### src/crt_pkg.sv
// Purpose: shared constants and types of the raster timing controller
// Assumes: one 250 MHz clock; character rate is an enable pulse
// Notes: register indices follow the documented numbering
package crt_pkg;

  localparam int CLK_PERIOD_NS = 4;
  localparam int CHAR_PERIOD_NS = 200;
  // least time: round up to whole clock cycles
  localparam int CHAR_CYCLES = (CHAR_PERIOD_NS + CLK_PERIOD_NS - 1) / CLK_PERIOD_NS;
  localparam int DIV_W = 8;
  localparam logic [DIV_W-1:0] CHAR_LAST = DIV_W'(CHAR_CYCLES - 1);

  localparam int ADDR_W = 14;
  localparam int HI_W = ADDR_W - 8;
  localparam int RAS_W = 5;

  localparam logic [4:0] IDX_HTOTAL = 5'h00;
  localparam logic [4:0] IDX_HDISP = 5'h01;
  localparam logic [4:0] IDX_HSYNC_POS = 5'h02;
  localparam logic [4:0] IDX_SYNC_WIDTH = 5'h03;
  localparam logic [4:0] IDX_VTOTAL = 5'h04;
  localparam logic [4:0] IDX_VADJ = 5'h05;
  localparam logic [4:0] IDX_VDISP = 5'h06;
  localparam logic [4:0] IDX_VSYNC_POS = 5'h07;
  localparam logic [4:0] IDX_MODE_SKEW = 5'h08;
  localparam logic [4:0] IDX_MAX_RASTER = 5'h09;
  localparam logic [4:0] IDX_CUR_FIRST = 5'h0a;
  localparam logic [4:0] IDX_CUR_LAST = 5'h0b;
  localparam logic [4:0] IDX_START_HI = 5'h0c;
  localparam logic [4:0] IDX_START_LO = 5'h0d;
  localparam logic [4:0] IDX_CUR_HI = 5'h0e;
  localparam logic [4:0] IDX_CUR_LO = 5'h0f;
  localparam logic [4:0] IDX_PEN_HI = 5'h10;
  localparam logic [4:0] IDX_PEN_LO = 5'h11;

  localparam logic [7:0] REG_RESET = 8'h00;

  // field positions
  localparam int SCAN_LSB = 0;
  localparam int DE_SKEW_LSB = 4;
  localparam int CUR_SKEW_LSB = 6;
  localparam int BLINK_LSB = 5;
  localparam int VSW_LSB = 4;

  localparam logic [1:0] SCAN_ISV = 2'h3;
  localparam logic [1:0] SKEW_NONE = 2'h0;
  localparam logic [1:0] SKEW_ONE = 2'h1;
  localparam logic [1:0] SKEW_TWO = 2'h2;
  localparam logic [1:0] SKEW_OFF = 2'h3;
  localparam logic [1:0] CUR_STEADY = 2'h0;
  localparam logic [1:0] CUR_HIDDEN = 2'h1;
  localparam logic [1:0] CUR_BLINK16 = 2'h2;
  localparam logic [1:0] CUR_BLINK32 = 2'h3;
  localparam int BLINK16_BIT = 4;
  localparam int BLINK32_BIT = 5;
  localparam logic [4:0] VSW_ZERO_RASTERS = 5'h10;

  typedef enum logic [0:0] {VP_ROWS, VP_ADJ} crt_vphase_t;

  function automatic logic [ADDR_W-1:0] crt_add(input logic [ADDR_W-1:0] a,
                                                 input logic [7:0] b);
    crt_add = a + {{(ADDR_W-8){1'b0}}, b};
  endfunction : crt_add

endpackage : crt_pkg

### src/crt_sync2.sv
// Purpose: two-flop synchroniser for pins from outside the clock domain
// Assumes: each bit is independent
// Notes: first stage feeds only the second
`timescale 1ns/1ps
`default_nettype none
module crt_sync2 #(parameter int W = 1) (
  input wire logic mclk,
  input wire logic rst_n,
  input wire logic [W-1:0] d,
  output logic [W-1:0] q
);
  logic [W-1:0] meta;

  always_ff @(posedge mclk or negedge rst_n) begin
    if (!rst_n) begin
      meta <= '0;
      q <= '0;
    end else begin
      meta <= d;
      q <= meta;
    end
  end
endmodule : crt_sync2
`default_nettype wire

### src/crt_skew.sv
// Purpose: character-rate delay of zero, one or two characters, or off
// Assumes: adv is the one-cycle character enable
// Notes: output is registered in every setting
`timescale 1ns/1ps
`default_nettype none
module crt_skew import crt_pkg::*; (
  input wire logic mclk,
  input wire logic rst_n,
  input wire logic adv,
  input wire logic d,
  input wire logic [1:0] sel,
  output logic q
);
  logic d1;
  logic d2;

  always_ff @(posedge mclk or negedge rst_n) begin
    if (!rst_n) begin
      d1 <= 1'b0;
      d2 <= 1'b0;
      q <= 1'b0;
    end else if (adv) begin
      d1 <= d;
      d2 <= d1;
      case (sel)
        SKEW_NONE: q <= d;
        SKEW_ONE: q <= d1;
        SKEW_TWO: q <= d2;
        default: q <= 1'b0;
      endcase
    end
  end
endmodule : crt_skew
`default_nettype wire

### src/crt_timing_top.sv
// Purpose: character raster timing generator with indexed host registers
// Assumes: host bus pins and pen strobe are asynchronous to mclk
// Notes: character clock is an enable every CHAR_CYCLES mclk cycles
//
// What this block does
// - horizontal sync width 1..15 characters; zero must not be programmed
// - mode bits 5:4 delay display enable by 0, 1, 2 characters or suppress
// - mode bits 7:6 delay cursor the same way; value 3 stops cursor
// - mode bits 1:0 pick scan mode; bits 3:2 are ignored
// - raster counter wraps to zero after the maximum raster value; in interlace video mode once row select reaches that value less one
// - cursor shows from the first-line raster of the row
// - cursor modes steady, hidden, blink every 16 or every 32 fields
// - cursor shown up to the last-line raster of the row
// - start address loads each frame; high two bits read zero
// - cursor position readable and writable; high two bits zero
// - pen capture read-only; high two bits read zero
// - odd interlaced field shifts vertical sync by half a raster
// - interlace video mode alternates row-select parity by field, and by row for odd rasters per row
// - raster lasts total plus one characters, enable over displayed count
// - row address starts at start address plus row times displayed count, steps per character
// - vertical sync width in rasters from upper nibble; zero means 16
// - pen strobe rising edge latches the refresh address
`timescale 1ns/1ps
`default_nettype none
module crt_timing_top import crt_pkg::*; (
  input wire logic mclk,
  input wire logic resetn,
  input wire logic bus_cs_n,
  input wire logic bus_rs,
  input wire logic bus_rw,
  input wire logic bus_en,
  input wire logic [7:0] bus_d_in,
  output logic [7:0] bus_d_out,
  output logic bus_d_oe,
  input wire logic pen_strobe_in,
  output logic hsync_out,
  output logic vsync_out,
  output logic display_enable_out,
  output logic cursor_out,
  output logic [ADDR_W-1:0] refresh_address_out,
  output logic [RAS_W-1:0] row_select_out
);

  ////////////////////////////////////////////////////////////////////////
  // reset release and pin synchronisers
  logic rst_meta;
  logic rst_n;
  always_ff @(posedge mclk or negedge resetn) begin
    if (!resetn) begin
      rst_meta <= 1'b0;
      rst_n <= 1'b0;
    end else begin
      rst_meta <= 1'b1;
      rst_n <= rst_meta;
    end
  end

  logic cs_n_s;
  logic rs_s;
  logic rw_s;
  logic en_s;
  logic pen_s;
  logic [7:0] d_s;
  crt_sync2 #(.W(13)) u_sync (
    .mclk(mclk),
    .rst_n(rst_n),
    .d({bus_cs_n, bus_rs, bus_rw, bus_en, pen_strobe_in, bus_d_in}),
    .q({cs_n_s, rs_s, rw_s, en_s, pen_s, d_s})
  );

  ////////////////////////////////////////////////////////////////////////
  // host register file
  logic en_q;
  logic pen_q;
  logic [4:0] reg_index;
  logic [7:0] htotal, hdisp, hsync_pos, sync_width, mode_skew;
  logic [6:0] vtotal, vdisp, vsync_pos, cur_first;
  logic [4:0] vadj, max_raster, cur_last;
  logic [HI_W-1:0] start_hi, cur_hi, pen_hi;
  logic [7:0] start_lo, cur_lo, pen_lo;
  logic [7:0] rd_mux;
  logic wr_ev;
  logic pen_rise;
  logic [ADDR_W-1:0] ma;

  // data is sampled when the enable is seen falling, inside its hold time
  assign wr_ev = en_q & ~en_s & ~cs_n_s & ~rw_s;
  assign pen_rise = pen_s & ~pen_q;
  assign bus_d_oe = en_s & ~cs_n_s & rw_s;

  always_ff @(posedge mclk or negedge rst_n) begin
    if (!rst_n) begin
      en_q <= 1'b0;
      pen_q <= 1'b0;
    end else begin
      en_q <= en_s;
      pen_q <= pen_s;
    end
  end

  always_ff @(posedge mclk or negedge rst_n) begin
    if (!rst_n) reg_index <= 5'h00;
    else if (wr_ev && !rs_s) reg_index <= d_s[4:0];
  end

  always_ff @(posedge mclk or negedge rst_n) begin
    if (!rst_n) begin
      htotal <= REG_RESET; hdisp <= REG_RESET; hsync_pos <= REG_RESET;
      sync_width <= REG_RESET; mode_skew <= REG_RESET;
      vtotal <= REG_RESET[6:0]; vdisp <= REG_RESET[6:0];
      vsync_pos <= REG_RESET[6:0]; cur_first <= REG_RESET[6:0];
      vadj <= REG_RESET[4:0]; max_raster <= REG_RESET[4:0];
      cur_last <= REG_RESET[4:0];
      start_hi <= REG_RESET[HI_W-1:0]; start_lo <= REG_RESET;
      cur_hi <= REG_RESET[HI_W-1:0]; cur_lo <= REG_RESET;
    end else if (wr_ev && rs_s) begin
      case (reg_index)
        IDX_HTOTAL: htotal <= d_s;
        IDX_HDISP: hdisp <= d_s;
        IDX_HSYNC_POS: hsync_pos <= d_s;
        IDX_SYNC_WIDTH: sync_width <= d_s;
        IDX_VTOTAL: vtotal <= d_s[6:0];
        IDX_VADJ: vadj <= d_s[4:0];
        IDX_VDISP: vdisp <= d_s[6:0];
        IDX_VSYNC_POS: vsync_pos <= d_s[6:0];
        IDX_MODE_SKEW: mode_skew <= d_s;
        IDX_MAX_RASTER: max_raster <= d_s[4:0];
        IDX_CUR_FIRST: cur_first <= d_s[6:0];
        IDX_CUR_LAST: cur_last <= d_s[4:0];
        IDX_START_HI: start_hi <= d_s[HI_W-1:0];
        IDX_START_LO: start_lo <= d_s;
        IDX_CUR_HI: cur_hi <= d_s[HI_W-1:0];
        IDX_CUR_LO: cur_lo <= d_s;
        default: ; // pen capture and unused indices take no write
      endcase
    end
  end

  always_ff @(posedge mclk or negedge rst_n) begin
    if (!rst_n) begin
      pen_hi <= REG_RESET[HI_W-1:0];
      pen_lo <= REG_RESET;
    end else if (pen_rise) begin
      {pen_hi, pen_lo} <= ma;
    end
  end

  always_comb begin
    rd_mux = 8'h00;
    case (reg_index)
      IDX_HTOTAL: rd_mux = htotal;
      IDX_HDISP: rd_mux = hdisp;
      IDX_HSYNC_POS: rd_mux = hsync_pos;
      IDX_SYNC_WIDTH: rd_mux = sync_width;
      IDX_VTOTAL: rd_mux = {1'b0, vtotal};
      IDX_VADJ: rd_mux = {3'h0, vadj};
      IDX_VDISP: rd_mux = {1'b0, vdisp};
      IDX_VSYNC_POS: rd_mux = {1'b0, vsync_pos};
      IDX_MODE_SKEW: rd_mux = mode_skew;
      IDX_MAX_RASTER: rd_mux = {3'h0, max_raster};
      IDX_CUR_FIRST: rd_mux = {1'b0, cur_first};
      IDX_CUR_LAST: rd_mux = {3'h0, cur_last};
      IDX_START_HI: rd_mux = {2'h0, start_hi};
      IDX_START_LO: rd_mux = start_lo;
      IDX_CUR_HI: rd_mux = {2'h0, cur_hi};
      IDX_CUR_LO: rd_mux = cur_lo;
      IDX_PEN_HI: rd_mux = {2'h0, pen_hi};
      IDX_PEN_LO: rd_mux = pen_lo;
      default: rd_mux = 8'h00;
    endcase
  end

  always_ff @(posedge mclk or negedge rst_n) begin
    if (!rst_n) bus_d_out <= 8'h00;
    else if (bus_d_oe) bus_d_out <= rs_s ? rd_mux : 8'h00;
  end

  ////////////////////////////////////////////////////////////////////////
  // character enable and horizontal timing
  logic [DIV_W-1:0] div_cnt;
  logic char_en;
  logic [7:0] hcnt;
  logic [3:0] hs_left;
  logic line_end;
  logic line_tick;
  logic half_pt;

  assign char_en = (div_cnt == CHAR_LAST);
  assign line_end = (hcnt == htotal);
  assign line_tick = char_en & line_end;
  // half of total plus one characters, a true half raster for odd totals
  assign half_pt = ({1'b0, hcnt} == (({1'b0, htotal} + 9'h001) >> 1));

  always_ff @(posedge mclk or negedge rst_n) begin
    if (!rst_n) div_cnt <= '0;
    else div_cnt <= char_en ? '0 : div_cnt + 1'b1;
  end

  always_ff @(posedge mclk or negedge rst_n) begin
    if (!rst_n) hcnt <= 8'h00;
    else if (char_en) hcnt <= line_end ? 8'h00 : hcnt + 8'h01;
  end

  // zero width is not legal; it would give sixteen characters here
  always_ff @(posedge mclk or negedge rst_n) begin
    if (!rst_n) begin
      hs_left <= 4'h0;
      hsync_out <= 1'b0;
    end else if (char_en) begin
      if (hcnt == hsync_pos) begin
        hs_left <= sync_width[3:0] - 4'h1;
        hsync_out <= 1'b1;
      end else if (hs_left != 4'h0) begin
        hs_left <= hs_left - 4'h1;
      end else begin
        hsync_out <= 1'b0;
      end
    end
  end

  ////////////////////////////////////////////////////////////////////////
  // vertical timing, fields and row addressing
  crt_vphase_t vphase;
  logic [4:0] rcnt, adj_cnt;
  logic [6:0] row;
  logic field;
  logic [5:0] blink_cnt;
  logic [ADDR_W-1:0] row_base;
  logic isv, ilace, par, row_last, frame_done;
  logic [RAS_W-1:0] ra;

  assign ilace = mode_skew[SCAN_LSB];
  assign isv = (mode_skew[SCAN_LSB+1:SCAN_LSB] == SCAN_ISV);
  // odd rasters per row swap parity on odd rows for a steadier image
  assign par = field ^ (~max_raster[0] & row[0]);
  assign ra = (vphase == VP_ADJ) ? adj_cnt : (isv ? {rcnt[3:0], par} : rcnt);
  assign row_last = isv ? (({1'b0, ra} + 6'h02) > {1'b0, max_raster})
                        : (rcnt == max_raster);
  assign frame_done = (vphase == VP_ADJ) ? ((adj_cnt + 5'h01) == vadj)
                    : (row_last && row == vtotal && vadj == 5'h00);
  assign ma = crt_add(row_base, hcnt);

  always_ff @(posedge mclk or negedge rst_n) begin
    if (!rst_n) begin
      vphase <= VP_ROWS;
      rcnt <= 5'h00;
      adj_cnt <= 5'h00;
      row <= 7'h00;
      field <= 1'b0;
      blink_cnt <= 6'h00;
      row_base <= '0;
    end else if (line_tick) begin
      case (vphase)
        VP_ROWS, VP_ADJ: begin
          if (frame_done) begin
            vphase <= VP_ROWS;
            rcnt <= 5'h00;
            adj_cnt <= 5'h00;
            row <= 7'h00;
            field <= ilace & ~field;
            blink_cnt <= blink_cnt + 6'h01;
            row_base <= {start_hi, start_lo};
          end else if (vphase == VP_ADJ) begin
            adj_cnt <= adj_cnt + 5'h01;
          end else if (row_last) begin
            rcnt <= 5'h00;
            if (row == vtotal) begin
              vphase <= VP_ADJ;
            end else begin
              row <= row + 7'h01;
              row_base <= crt_add(row_base, hdisp);
            end
          end else begin
            rcnt <= rcnt + 5'h01;
          end
        end
        default: vphase <= VP_ROWS;
      endcase
    end
  end

  ////////////////////////////////////////////////////////////////////////
  // vertical sync with half-raster shift in odd interlaced fields
  logic [4:0] vs_left;
  logic vs_raw;
  logic half_mode;
  logic [4:0] vsw_n;

  assign half_mode = ilace & field;
  assign vsw_n = (sync_width[7:VSW_LSB] == 4'h0) ? VSW_ZERO_RASTERS
               : {1'b0, sync_width[7:VSW_LSB]};

  always_ff @(posedge mclk or negedge rst_n) begin
    if (!rst_n) begin
      vs_left <= 5'h00;
      vs_raw <= 1'b0;
      vsync_out <= 1'b0;
    end else if (char_en && hcnt == 8'h00) begin
      if (vphase == VP_ROWS && rcnt == 5'h00 && row == vsync_pos) begin
        vs_left <= vsw_n - 5'h01;
        vs_raw <= 1'b1;
        if (!half_mode) vsync_out <= 1'b1;
      end else if (vs_left != 5'h00) begin
        vs_left <= vs_left - 5'h01;
      end else begin
        vs_raw <= 1'b0;
        if (!half_mode) vsync_out <= 1'b0;
      end
    end else if (char_en && half_pt && half_mode) begin
      vsync_out <= vs_raw;
    end
  end

  ////////////////////////////////////////////////////////////////////////
  // display enable, cursor, address outputs
  logic de_raw;
  logic cur_raw;
  logic blink_on;
  logic [1:0] cur_mode;

  assign cur_mode = cur_first[BLINK_LSB+1:BLINK_LSB];
  always_comb begin
    blink_on = 1'b1;
    case (cur_mode)
      CUR_STEADY: blink_on = 1'b1;
      CUR_HIDDEN: blink_on = 1'b0;
      CUR_BLINK16: blink_on = blink_cnt[BLINK16_BIT];
      CUR_BLINK32: blink_on = blink_cnt[BLINK32_BIT];
      default: blink_on = 1'b0;
    endcase
  end

  assign de_raw = (hcnt < hdisp) && (row < vdisp) && (vphase == VP_ROWS);
  assign cur_raw = (ma == {cur_hi, cur_lo}) && (vphase == VP_ROWS) && blink_on
                && (ra >= cur_first[4:0]) && (ra <= cur_last);

  crt_skew u_de_skew (
    .mclk(mclk),
    .rst_n(rst_n),
    .adv(char_en),
    .d(de_raw),
    .sel(mode_skew[DE_SKEW_LSB+1:DE_SKEW_LSB]),
    .q(display_enable_out)
  );

  crt_skew u_cur_skew (
    .mclk(mclk),
    .rst_n(rst_n),
    .adv(char_en),
    .d(cur_raw),
    .sel(mode_skew[CUR_SKEW_LSB+1:CUR_SKEW_LSB]),
    .q(cursor_out)
  );

  always_ff @(posedge mclk or negedge rst_n) begin
    if (!rst_n) begin
      refresh_address_out <= '0;
      row_select_out <= '0;
    end else if (char_en) begin
      refresh_address_out <= ma;
      row_select_out <= ra;
    end
  end

  logic [4:0] hs_chars;
  logic [3:0] hsw_seen;
  always_ff @(posedge mclk or negedge rst_n) begin
    if (!rst_n) begin
      hs_chars <= 5'h00;
      hsw_seen <= 4'h0;
    end else if (char_en && hcnt == hsync_pos) begin
      hs_chars <= 5'h01;
      hsw_seen <= sync_width[3:0];
    end else if (char_en && hsync_out) begin
      hs_chars <= hs_chars + 5'h01;
    end
  end
endmodule : crt_timing_top
`default_nettype wire

### config.mk
export PLATFORM = sky130hd
export DESIGN_NAME = crt_timing_top
export DESIGN_NICKNAME = d
export VERILOG_FILES = /design/src/crt_pkg.sv /design/src/crt_sync2.sv /design/src/crt_skew.sv /design/src/crt_timing_top.sv
export SDC_FILE = /design/constraint.sdc
export NUM_CORES = 1
export LEC_CHECK = 0
export BUFFER_PORTS_ARGS = -buffer_cell sky130_fd_sc_hd__buf_4
export CORE_UTILIZATION = 35
export DETAILED_ROUTE_END_ITERATION = 8
export HOLD_SLACK_MARGIN = 0.05
export PLACE_DENSITY_LB_ADDON = 0.15
export SLEW_MARGIN = 20
export SYNTH_ARGS = -nofsm -noshare
export SYNTH_HDL_FRONTEND = slang
export SYNTH_HIERARCHICAL = 1
export SYNTH_SLANG_ARGS = --single-unit
### constraint.sdc
create_clock -name mclk -period 22.4 [get_ports mclk]
set_input_delay 2.24 -clock mclk [delete_from_list [all_inputs] [get_ports mclk]]
set_output_delay 2.24 -clock mclk [all_outputs]
set_load 0.03 [all_outputs]
==> impl_metrics.py, run 1 <==
metrics = {
    "timing": {
        "fin_crit_ns": 4.65,
        "fmax_mhz": 215,
        "fin_tns_setup_ns": 0,
        "hold_viol": 0,
        "relSlewSlack_pct": 25.6,
        "period_share_pct": 20.8,
        "layout_setup_ws_ns": 17.75,
        "rsz0062_at_grt": "false",
        "setup_viol_count_final": 0,
        "worst_clock_skew_ns": 0.0120,
        "tightestPinTransition_ns": 1.12,
        "drv_slew": 0,
    },
    "setup_path": {
        "critPathCaptureType": "register",
        "r2r_slack_ns": 17.75,
        "cp_data_arrival_time_ns": 5.15,
        "reg2reg_depth": 15,
        "r2r-start": "vphase",
        "crit_fanout": 19,
        "start_kind": "register",
        "path_class": "register to register",
        "r2r-end": "u_cur_skew/q",
        "cp.required_ns": 22.90,
    },
    "synth": {
        "yosysSeqAreaShare_pct": 46.8,
        "synth_area_um2": 13900,
        "synth_flop_cell": "dfrtp_1",
        "ys_ff_latch": 260,
        "synth_cells": 1342,
        "syn-num-nets": 1416,
        "synthArstFlopShare_pct": 100,
        "ys_types": 74,
        "avgSynthCellArea_um2": 10.4,
        "yosys_warnings": 6,
        "synth_edf_count": 0,
    },
    "finish": {
        "layout_commonest_cell": "dfrtp_1",
        "final_cell_mix": "dfrtp_1, nand2_1, mux2_2",
        "antenna_cells": 0,
        "drive_above_1_share_pct": 18.0,
        "layout.nets": 1456,
        "fin_area_um2": 15800,
        "syn2layout_area_growth_pct": 13.9,
    },
    "global_route": {
        "grt_pass1_vias": 10600,
        "antenna_found_initial": 0,
        "grt_overflow_total": 0,
        "grt_start_max_net_pins": 81,
        "grt_pass1_wl_mm": 67.3,
        "track_usage_pct": 21.9,
    },
    "outcome": {
        "status": "finished clean",
    },
    "route": {
        "vias": 10800,
        "dr.pass1.iters": 6,
        "viasPerCell": 5.61,
        "drtIter0Drc": 909,
        "drc": 0,
        "ant_nets": 0,
        "totalWireLength_mm": 44.1,
        "avgRoutedWirePerCell_um": 22.9,
    },
    "placed_design": {
        "preCtsSetupSlack_ns": 17.82,
        "placed_area_um2": 14800,
        "place_congestion": 0.884,
        "portBuffers": 46,
        "dp_hpwl_mm": 31.7,
    },
    "floorplanning": {
        "core_area_um2": 38900,
        "die_y_um": 201,
        "start_util_pct": 35.7,
        "rows": 72,
        "ios": 47,
        "dieArea_um2": 40500,
        "die_x_um": 201,
    },
    "pwr": {
        "p_leak_nw": 7.32,
        "combPwrFrac_pct": 13.1,
        "seqPwrFrac_pct": 44.4,
        "p_sw_mw": 0.335,
        "p_int_mw": 0.851,
        "power.density_nw_per_um2": 74.9,
        "vdd_drop_max_v": 0.0000621,
        "clkPwrFrac_pct": 42.5,
        "power_switching_share_pct": 28.3,
    },
    "clock_network": {
        "cts_root_buffer": "clkbuf_16",
        "path_clk_slew_ns": 0.06,
        "postCtsHoldBufs": 0,
        "insertion_delay_ns": 0.57,
        "clkSinkCount": 260,
        "htreeDepth": 1,
        "numCtsBuffers": 30,
        "clk_path_buf_depth": 3,
        "cts_resized": 0,
        "cts_tree": "yes",
        "cts_setup_buffers": 0,
    },
    "hold_path": {
        "hold_class": "register to asynchronous set/reset pin",
    },
    "flow_run": {
        "maxCapViolations": 0,
    },
}
==> worst max-delay path, cell delays in order (launching register included) <==
cell and delay (ns):
dfrtp_1 0.78, inv_2 0.24, a311oi_2 0.51, inv_1 0.14, ha_1 0.32, a21oi_1 0.15
nor2b_1 0.06, o32ai_1 0.52, o311ai_0 0.24, nor4_1 0.20, nand3_1 0.13, or4_1 0.54
a2111oi_2 0.30, mux2i_1 0.13, o211ai_1 0.18, o21a_1 0.14
==> per-stage QoR <==
step	hold WS, ns	std cells	utilization (%)	total power [mW]
final	0.307	1923	40.7	1.19
after global routing	0.354	1923	40.7	1.24
after CTS	0.332	1923	40.7	1.20
after detailed placement	0.326	1868	38.0	0.688
after global placement	0.325	1868	38.0	0.685
after floorplan	0.331	1342	-	0.630
==> Yosys cell counts (5+ instances only) <==
cell,number,area share [%]
a21oi_1,41,1.5
dfrtp_1,260,47
nor4_1,9,0.40
or2_2,5,0.22
nand2_1,144,3.9
a22o_1,16,1.0
nor3_1,26,0.94
and3_1,13,0.58
a31oi_1,13,0.58
or3_1,6,0.27
nor2_1,69,1.9
nand4_1,19,0.85
o31ai_1,13,0.70
o21a_1,6,0.32
o22ai_1,7,0.31
nand3_1,39,1.4
mux2i_1,13,0.94
clkbuf_1,37,1.0
o21ai_0,91,3.3
xor2_1,36,2.3
nor2b_1,12,0.54
a22oi_1,32,1.7
nand3b_1,5,0.27
inv_1,49,1.3
mux2_2,120,9.7
o21bai_1,5,0.27
nand2b_1,24,1.1
a211oi_1,6,0.32
a221oi_1,15,0.94
xnor2_1,59,3.7
buf_2,11,0.40
a21o_1,14,0.76
ha_1,57,5.1
==> registers in the layout, summed over array words and instances (netlist names), 13 cells and up <==
signal and count:
refresh_address_out 14, row_base 14, u_sync/meta 13, u_sync/q 13
==> cells by family after synthesis <==
| group | synth area share [%] |
|---|---|
| AND/OR/NAND/NOR | 13.4 |
| AO/OA/AOI/OAI | 14.4 |
| flip-flops | 46.8 |
| multiplexers | 11.0 |
| buffers and inverters | 2.85 |
| XOR/XNOR | 6.10 |
| adder cells (fa/ha/maj) | 5.49 |
| other | 0.0270 |
==> how the worst max path moves through the flow <==
stage,startpoint,endpoint,slack [ns],cells after the start
3_3_place_gp,vphase,u_cur_skew/q,17.98,15
5_1_grt,mode_skew[0],row_base[10],17.43,16
3_5_place_dp,mode_skew[0],row_base[10],17.82,16
4_1_cts,mode_skew[0],row_base[10],17.80,16
6_report,vphase,u_cur_skew/q,17.75,15
2_1_floorplan,rst_n,adj_cnt[0],14.62,0
==> routing by layer <==
layer | GRT usage, % | vias up | wire, µm
li1 | - | 4923 | -
met1 | 32.0 | 5462 | 20700
met2 | 33.5 | 331 | 19500
met3 | 3.58 | 68 | 2710
met4 | 5.74 | 0 | 1100
met5 | 0 | - | 0
==> area by class of cell <==
class,count,area [µm²]
Clock buffer,47,926
Clock inverter,8,90.1
Fill cell,3821,23100
Inverter,50,188
Multi-Input combinational cell,982,7030
Sequential cell,260,6510
Tap cell,518,648
Timing Repair Buffer,58,443
==> power by group through the flow <==
stage | clock network (mW) | registers, mW | logic, mW
floorplan | 0 | 0.520 | 0.110
global route | 0.537 | 0.529 | 0.169
finish | 0.504 | 0.527 | 0.156
global placement | 0 | 0.534 | 0.152
CTS | 0.517 | 0.526 | 0.154
detailed placement | 0 | 0.534 | 0.154
Note: power is estimated with default switching activity, not from simulation.
==> run 2: changes to the inputs <==
--- a/config.mk
+++ b/config.mk
@@ -5,6 +5,7 @@
 export SDC_FILE = /design/constraint.sdc
 export NUM_CORES = 1
 export LEC_CHECK = 0
+export ABC_AREA = 1
 export BUFFER_PORTS_ARGS = -buffer_cell sky130_fd_sc_hd__buf_4
 export CORE_UTILIZATION = 35
 export DETAILED_ROUTE_END_ITERATION = 8
==> constraint.sdc (replaced) <==
create_clock -name mclk -period 4.3 [get_ports mclk]
set_input_delay 0.43 -clock mclk [delete_from_list [all_inputs] [get_ports mclk]]
set_output_delay 0.43 -clock mclk [all_outputs]
set_load 0.03 [all_outputs]
==> run 2 against run 1 <==
Net effect:
- first-iteration DRC count up 20%
- sequential power grew to 5.1 times the previous value
- clock power increased to 5.3 times the previous value
- wire length is 3.5% higher
- maximum frequency rose by 28%
- combinational power increased to 5.6 times the previous value
- critical path depth is 8 higher
- largest power group is now the clock network
- utilization rose by 0.061 points
- via count rose by 11%
- sequential share of layout area fell by 1.0 points
- setup slack worse by 17 ns
- register-to-register slack worse by 17 ns
==> impl_metrics.py, run 2 <==
metrics = {
    "outcome": {
        "status": "finished clean",
    },
    "hold_path": {
        "hold_class": "primary input to asynchronous set/reset pin",
    },
    "finish": {
        "largestRegisters": "refresh_address_out x14, row_base x14",
        "syn2layout_area_growth_pct": 14.7,
        "final_cell_mix": "nand2_1, dfrtp_1, o21ai_0",
        "layout.nets": 1886,
        "stdcell_count": 2358,
        "layout_commonest_cell": "nand2_1",
        "fillCellCount": 4094,
        "drive_above_1_share_pct": 9.33,
    },
    "floorplanning": {
        "die_y_um": 203,
        "die_x_um": 203,
        "core_area_um2": 39800,
        "ios": 47,
        "rows": 73,
        "dieArea_um2": 41200,
        "start_util_pct": 35.5,
    },
    "global_route": {
        "grt_overflow_total": 0,
        "grt_pass1_wl_mm": 69.9,
        "track_usage_pct": 22.4,
        "grt_start_max_net_pins": 77,
        "grt_pass1_vias": 11400,
        "antenna_found_initial": 1,
    },
    "placed_design": {
        "place_congestion": 0.935,
        "preCtsSetupSlack_ns": 0.687,
        "portBuffers": 46,
        "place_inst": 2291,
        "dp_hpwl_mm": 34.0,
    },
    "synth": {
        "synth_area_um2": 14100,
        "syn-num-nets": 1821,
        "synthArstFlopShare_pct": 100,
        "synth_cells": 1747,
        "synth_common_cells": "nand2_1, dfrtp_1, o21ai_0",
        "synth_edf_count": 0,
        "synth_flop_cell": "dfrtp_1",
        "ys_types": 56,
        "ys_ff_latch": 260,
        "synth.most_common_cell": "nand2_1",
        "synth_top_cell_area_share_pct": 46.0,
        "avgSynthCellArea_um2": 8.10,
        "yosys_warnings": 6,
        "yosys-top-cells-area": "dfrtp_1, nand2_1, o21ai_0",
        "synth.largest_area_cell": "dfrtp_1",
        "yosysSeqAreaShare_pct": 46.0,
    },
    "setup_path": {
        "slowest_stage": "dfrtp_1",
        "critPathCaptureType": "register",
        "crit_buf_inv": 5,
        "path_class": "register to register",
        "cp_data_arrival_time_ns": 4.16,
        "cpMostUsedCell": "nand2_1",
        "crit_fanout": 22,
        "path_cells": "inv_2 -> o21ai_0 -> inv_1 -> ha_1 -> xnor2_1 -> inv_1 -> ha_1 -> nand2_1 -> inv_1 -> nand2_1 -> nand2_1 -> nand2_1 -> nand2_1 -> nand2_1 -> nand2_1 -> nand2_2 -> nand2_4 -> nand4_4 -> nand3_2 -> nand2_4 -> inv_2 -> nand2_1 -> nand2_1",
        "start_kind": "register",
        "critPathMaxStageDelay_ns": 0.63,
        "cp.required_ns": 4.81,
        "crit_family": "simple AND/OR/NAND/NOR gates",
    },
    "route": {
        "dr.pass1.iters": 5,
        "vias": 11900,
        "drtIter0Drc": 1095,
        "wl_met3_mm": 2.75,
        "totalWireLength_mm": 45.6,
        "drc": 0,
        "avgRoutedWirePerCell_um": 19.3,
        "top_layer_used": "met4",
        "m1WireLength_mm": 21.2,
        "ant_nets": 0,
        "viasPerCell": 5.06,
        "wl_met2_mm": 20.3,
    },
    "timing": {
        "setup_viol_count_final": 0,
        "fmax_mhz": 274,
        "hold_viol": 0,
        "tightestPinTransition_ns": 1.08,
        "relSlewSlack_pct": 27.6,
        "rsz0062_at_grt": "false",
        "drv_slew": 0,
        "layout_setup_ws_ns": 0.655,
        "fin_tns_setup_ns": 0,
        "period_share_pct": 84.8,
        "worst_clock_skew_ns": 0.0111,
        "fin_crit_ns": 3.64,
    },
    "pwr": {
        "power.density_nw_per_um2": 384,
        "p_leak_nw": 7.72,
        "vdd_drop_max_v": 0.000313,
        "total_power_mw": 6.24,
    },
    "clock_network": {
        "clk_path_buf_depth": 3,
        "path_clk_slew_ns": 0.06,
        "cts_root_buffer": "clkbuf_16",
        "cts_tree": "yes",
        "numCtsBuffers": 30,
        "htreeDepth": 1,
        "clkSinkCount": 260,
        "cts_resized": 0,
        "insertion_delay_ns": 0.58,
    },
    "flow_run": {
        "maxCapViolations": 0,
    },
}
[run 2: through the flow]
step	hold slack [ns]	instance area (µm²)	utilization, %
after floorplan	0.134	14100	-
after global placement	0.213	15100	37.8
after detailed placement	0.214	15100	37.8
after CTS	0.147	16200	40.7
after global routing	0.157	16200	40.7
final	0.173	16200	40.8
[run 2: logic make-up after synthesis]
logic type / Yosys count / synth area share (%)
compound gates: 334 / 13.4
simple gates: 768 / 23.5
xor+xnor: 70 / 4.63
fa+ha+maj: 59 / 5.32
flops: 260 / 46.0
other cells: 1 / 0.0265
buf+inv: 255 / 7.15
[run 2: per-layer routing]
layer,vias up,global-route usage (%)
li1,5858,-
met1,5641,31.2
met2,341,35.4
met3,82,3.52
met4,0,7.01
met5,-,0
[run 2: layout make-up]
class / count / area, µm² / area share, %
clock inverter: 13 / 204 / 1.26
inverter: 217 / 815 / 5.02
multi-input combinational: 1232 / 6630 / 40.9
sequential: 260 / 6510 / 40.1
clock buffer: 39 / 816 / 5.03
timing repair buffer: 71 / 593 / 3.65
antenna: 1 / 2.50 / 0.0154
tap: 525 / 657 / 4.05
[run 2: repair_timing]
action                                 CTS  global route
setup buffers                            0             0
endpoints found under the hold margin   15             0
hold buffers                            14             0
[run 2: worst register-to-register path: cells and delay by family, from the launching register on]
family | cells | cell delay (ns)
xor+xnor | 1 | 0.15
fa+ha+maj | 2 | 0.54
buf+inv | 5 | 0.69
simple gates | 14 | 1.22
flops | 1 | 0.63
compound gates | 1 | 0.34
[run 2: path summary, 6_finish.rpt]
path                            slack, ns  cells after the start      endpoint            start
worst max-delay path                 0.66                     23   row_base[3]           vphase
worst min-delay path                 0.17                      2         rst_n           resetn
worst max register to register       0.66                     23   row_base[3]           vphase
worst min register to register       0.34                      0  u_sync/q[10]  u_sync/meta[10]
max in group asynchronous            2.94                      1    hs_left[3]            rst_n
min in group mclk                    0.34                      0  u_sync/q[10]  u_sync/meta[10]
[run 2: power breakdown]
part | switching [mW] | internal [mW] | total [mW] | leakage, nW
Combinational | 0.613 | 0.260 | 0.873 | 3.70
Clock | 1.07 | 1.63 | 2.69 | 0.485
Sequential | 0.124 | 2.55 | 2.67 | 3.53
Total | 1.80 | 4.43 | 6.24 | 7.72
==> run 3: changes to the inputs <==
==> constraint.sdc (replaced) <==
create_clock -name mclk -period 3.3 [get_ports mclk]
set_input_delay 0.33 -clock mclk [delete_from_list [all_inputs] [get_ports mclk]]
set_output_delay 0.33 -clock mclk [all_outputs]
set_load 0.03 [all_outputs]
==> run 3 against run 2 <==
Net effect:
- wire length increased by 1.2%
- power increased by 37%
- sequential share of layout area decreased by 1.1 points
- die area unchanged
- first-iteration DRC count decreased by 19%
- highest routed layer unchanged
- cell count increased by 1.7%
- cell area increased by 2.7%
- combinational power increased by 47%
- clock power increased by 40%
==> impl_metrics.py, run 3 (synthesized netlist as in run 2, its figures left out) <==
metrics = {
    "outcome": {
        "status": "finished clean",
    },
    "floorplanning": {
        "ios": 47,
        "rows": 73,
        "dieArea_um2": 41200,
        "core_area_um2": 39800,
        "start_util_pct": 35.5,
        "die_x_um": 203,
        "die_y_um": 203,
    },
    "timing": {
        "fin_crit_ns": 3.04,
        "period_share_pct": 92.3,
        "tightestPinTransition_ns": 1.17,
        "worst_clock_skew_ns": 0.0284,
        "relSlewSlack_pct": 21.2,
        "hold_viol": 0,
        "setup_viol_count_final": 0,
        "rsz0062_at_grt": "false",
        "fin_tns_setup_ns": 0,
        "drv_slew": 0,
        "fmax_mhz": 328,
    },
    "setup_path": {
        "path_class": "register to register",
        "cpMostUsedCell": "nand2_1",
        "cp.required_ns": 3.77,
        "cp_num_cells": 25,
        "slowest_stage": "dfrtp_1",
        "critPathCaptureType": "register",
        "crit_buf_inv": 4,
        "cp_data_arrival_time_ns": 3.51,
        "start_kind": "register",
        "reg2reg_depth": 25,
        "critPathMaxStageDelay_ns": 0.41,
        "crit_family": "simple AND/OR/NAND/NOR gates",
        "crit_fanout": 10,
    },
    "global_route": {
        "antenna_found_initial": 3,
        "grt_pass1_wl_mm": 70.7,
        "track_usage_pct": 22.9,
        "grt_overflow_total": 0,
        "grt_start_max_net_pins": 64,
        "grt_pass1_vias": 11600,
    },
    "finish": {
        "layout_commonest_cell": "nand2_1",
        "antenna_cells": 0,
        "fillCellCount": 4065,
        "layout.nets": 1922,
        "final_cell_mix": "nand2_1, dfrtp_1, o21ai_0",
        "largestRegisters": "refresh_address_out x14, row_base x14",
        "syn2layout_area_growth_pct": 17.8,
        "drive_above_1_share_pct": 11.5,
    },
    "route": {
        "viasPerCell": 5.02,
        "vias": 12000,
        "totalWireLength_mm": 46.2,
        "drtIter0Drc": 886,
        "ant_nets": 0,
        "drc": 0,
        "avgRoutedWirePerCell_um": 19.3,
        "dr.pass1.iters": 5,
    },
    "placed_design": {
        "portBuffers": 46,
        "place_congestion": 0.923,
        "dp_hpwl_mm": 34.2,
    },
    "clock_network": {
        "cts_tree": "yes",
        "clk_path_buf_depth": 3,
        "numCtsBuffers": 34,
        "cts_root_buffer": "clkbuf_16",
        "clkSinkCount": 260,
        "insertion_delay_ns": 0.55,
        "path_clk_slew_ns": 0.06,
        "htreeDepth": 2,
    },
    "flow_run": {
        "maxCapViolations": 0,
    },
    "pwr": {
        "p_leak_nw": 7.95,
        "total_power_mw": 8.52,
        "vdd_drop_max_v": 0.000401,
        "power.density_nw_per_um2": 511,
    },
    "hold_path": {
        "hold_class": "primary input to asynchronous set/reset pin",
    },
}
-- run 3: cell count changes in the layout (fill, tap and decap cells not counted), moves of 3 or more --
| cell | change |
|---|---|
| o21ai_0 | -3 |
| nand2_8 | +3 |
| clkinvlp_4 | -3 |
| clkbuf_8 | +5 |
| buf_4 | +26 |
| clkbuf_16 | +4 |
| o21ai_1 | +3 |
-- run 3: report_power, final --
group / switching [mW] / leakage (nW) / internal (mW)
Clock: 1.44 / 0.552 / 2.32
Sequential: 0.162 / 3.53 / 3.32
Combinational: 0.857 / 3.87 / 0.423
Total: 2.46 / 7.95 / 6.06
-- run 3: final timing paths --
path / from / to / slack [ns]
max: mode_skew[1] / row_base[4] / 0.26
min: resetn / rst_n / 0.12
max reg2reg: mode_skew[1] / row_base[4] / 0.26
min reg2reg: u_sync/meta[1] / u_sync/q[1] / 0.34
max in group asynchronous: rst_n / refresh_address_out[10] / 1.95
min in group mclk: u_sync/meta[1] / u_sync/q[1] / 0.34
-- run 3: cell type report --
type	instances	area (µm²)	area share (%)
inverter	217	820	4.92
clock inverter	10	131	0.788
multi-input combinational	1235	6720	40.3
clock buffer	50	992	5.95
sequential	260	6510	39.1
tap	525	657	3.94
timing repair buffer	100	840	5.04
-- run 3: routing by layer --
layer  share of wire [%]  GRT usage [%]
met3                 6.7           4.94
met5                   0              0
met2                  44           35.0
met1                  46           31.4
met4                 3.5           8.86
-- run 3: what timing repair did --
item	4_1_cts	5_1_grt
setup endpoints to repair	0	22
hold endpoints to repair	15	0
hold buffers	14	0
resized for setup	0	18
setup buffers	0	4
-- run 3: stage by stage --
stage / instances / hold WS [ns] / utilization (%) / worst slack (ns) / instance area [µm²]
after floorplan: 1747 / 0.0344 / - / 0.441 / 14200
after global placement: 2316 / 0.114 / 38.4 / 0.166 / 15300
after detailed placement: 2316 / 0.115 / 38.4 / 0.118 / 15300
after CTS: 2390 / 0.0895 / 41.5 / 0.0810 / 16500
after global routing: 2397 / 0.0964 / 41.9 / 0.00330 / 16700
final: 2397 / 0.116 / 41.9 / 0.255 / 16700
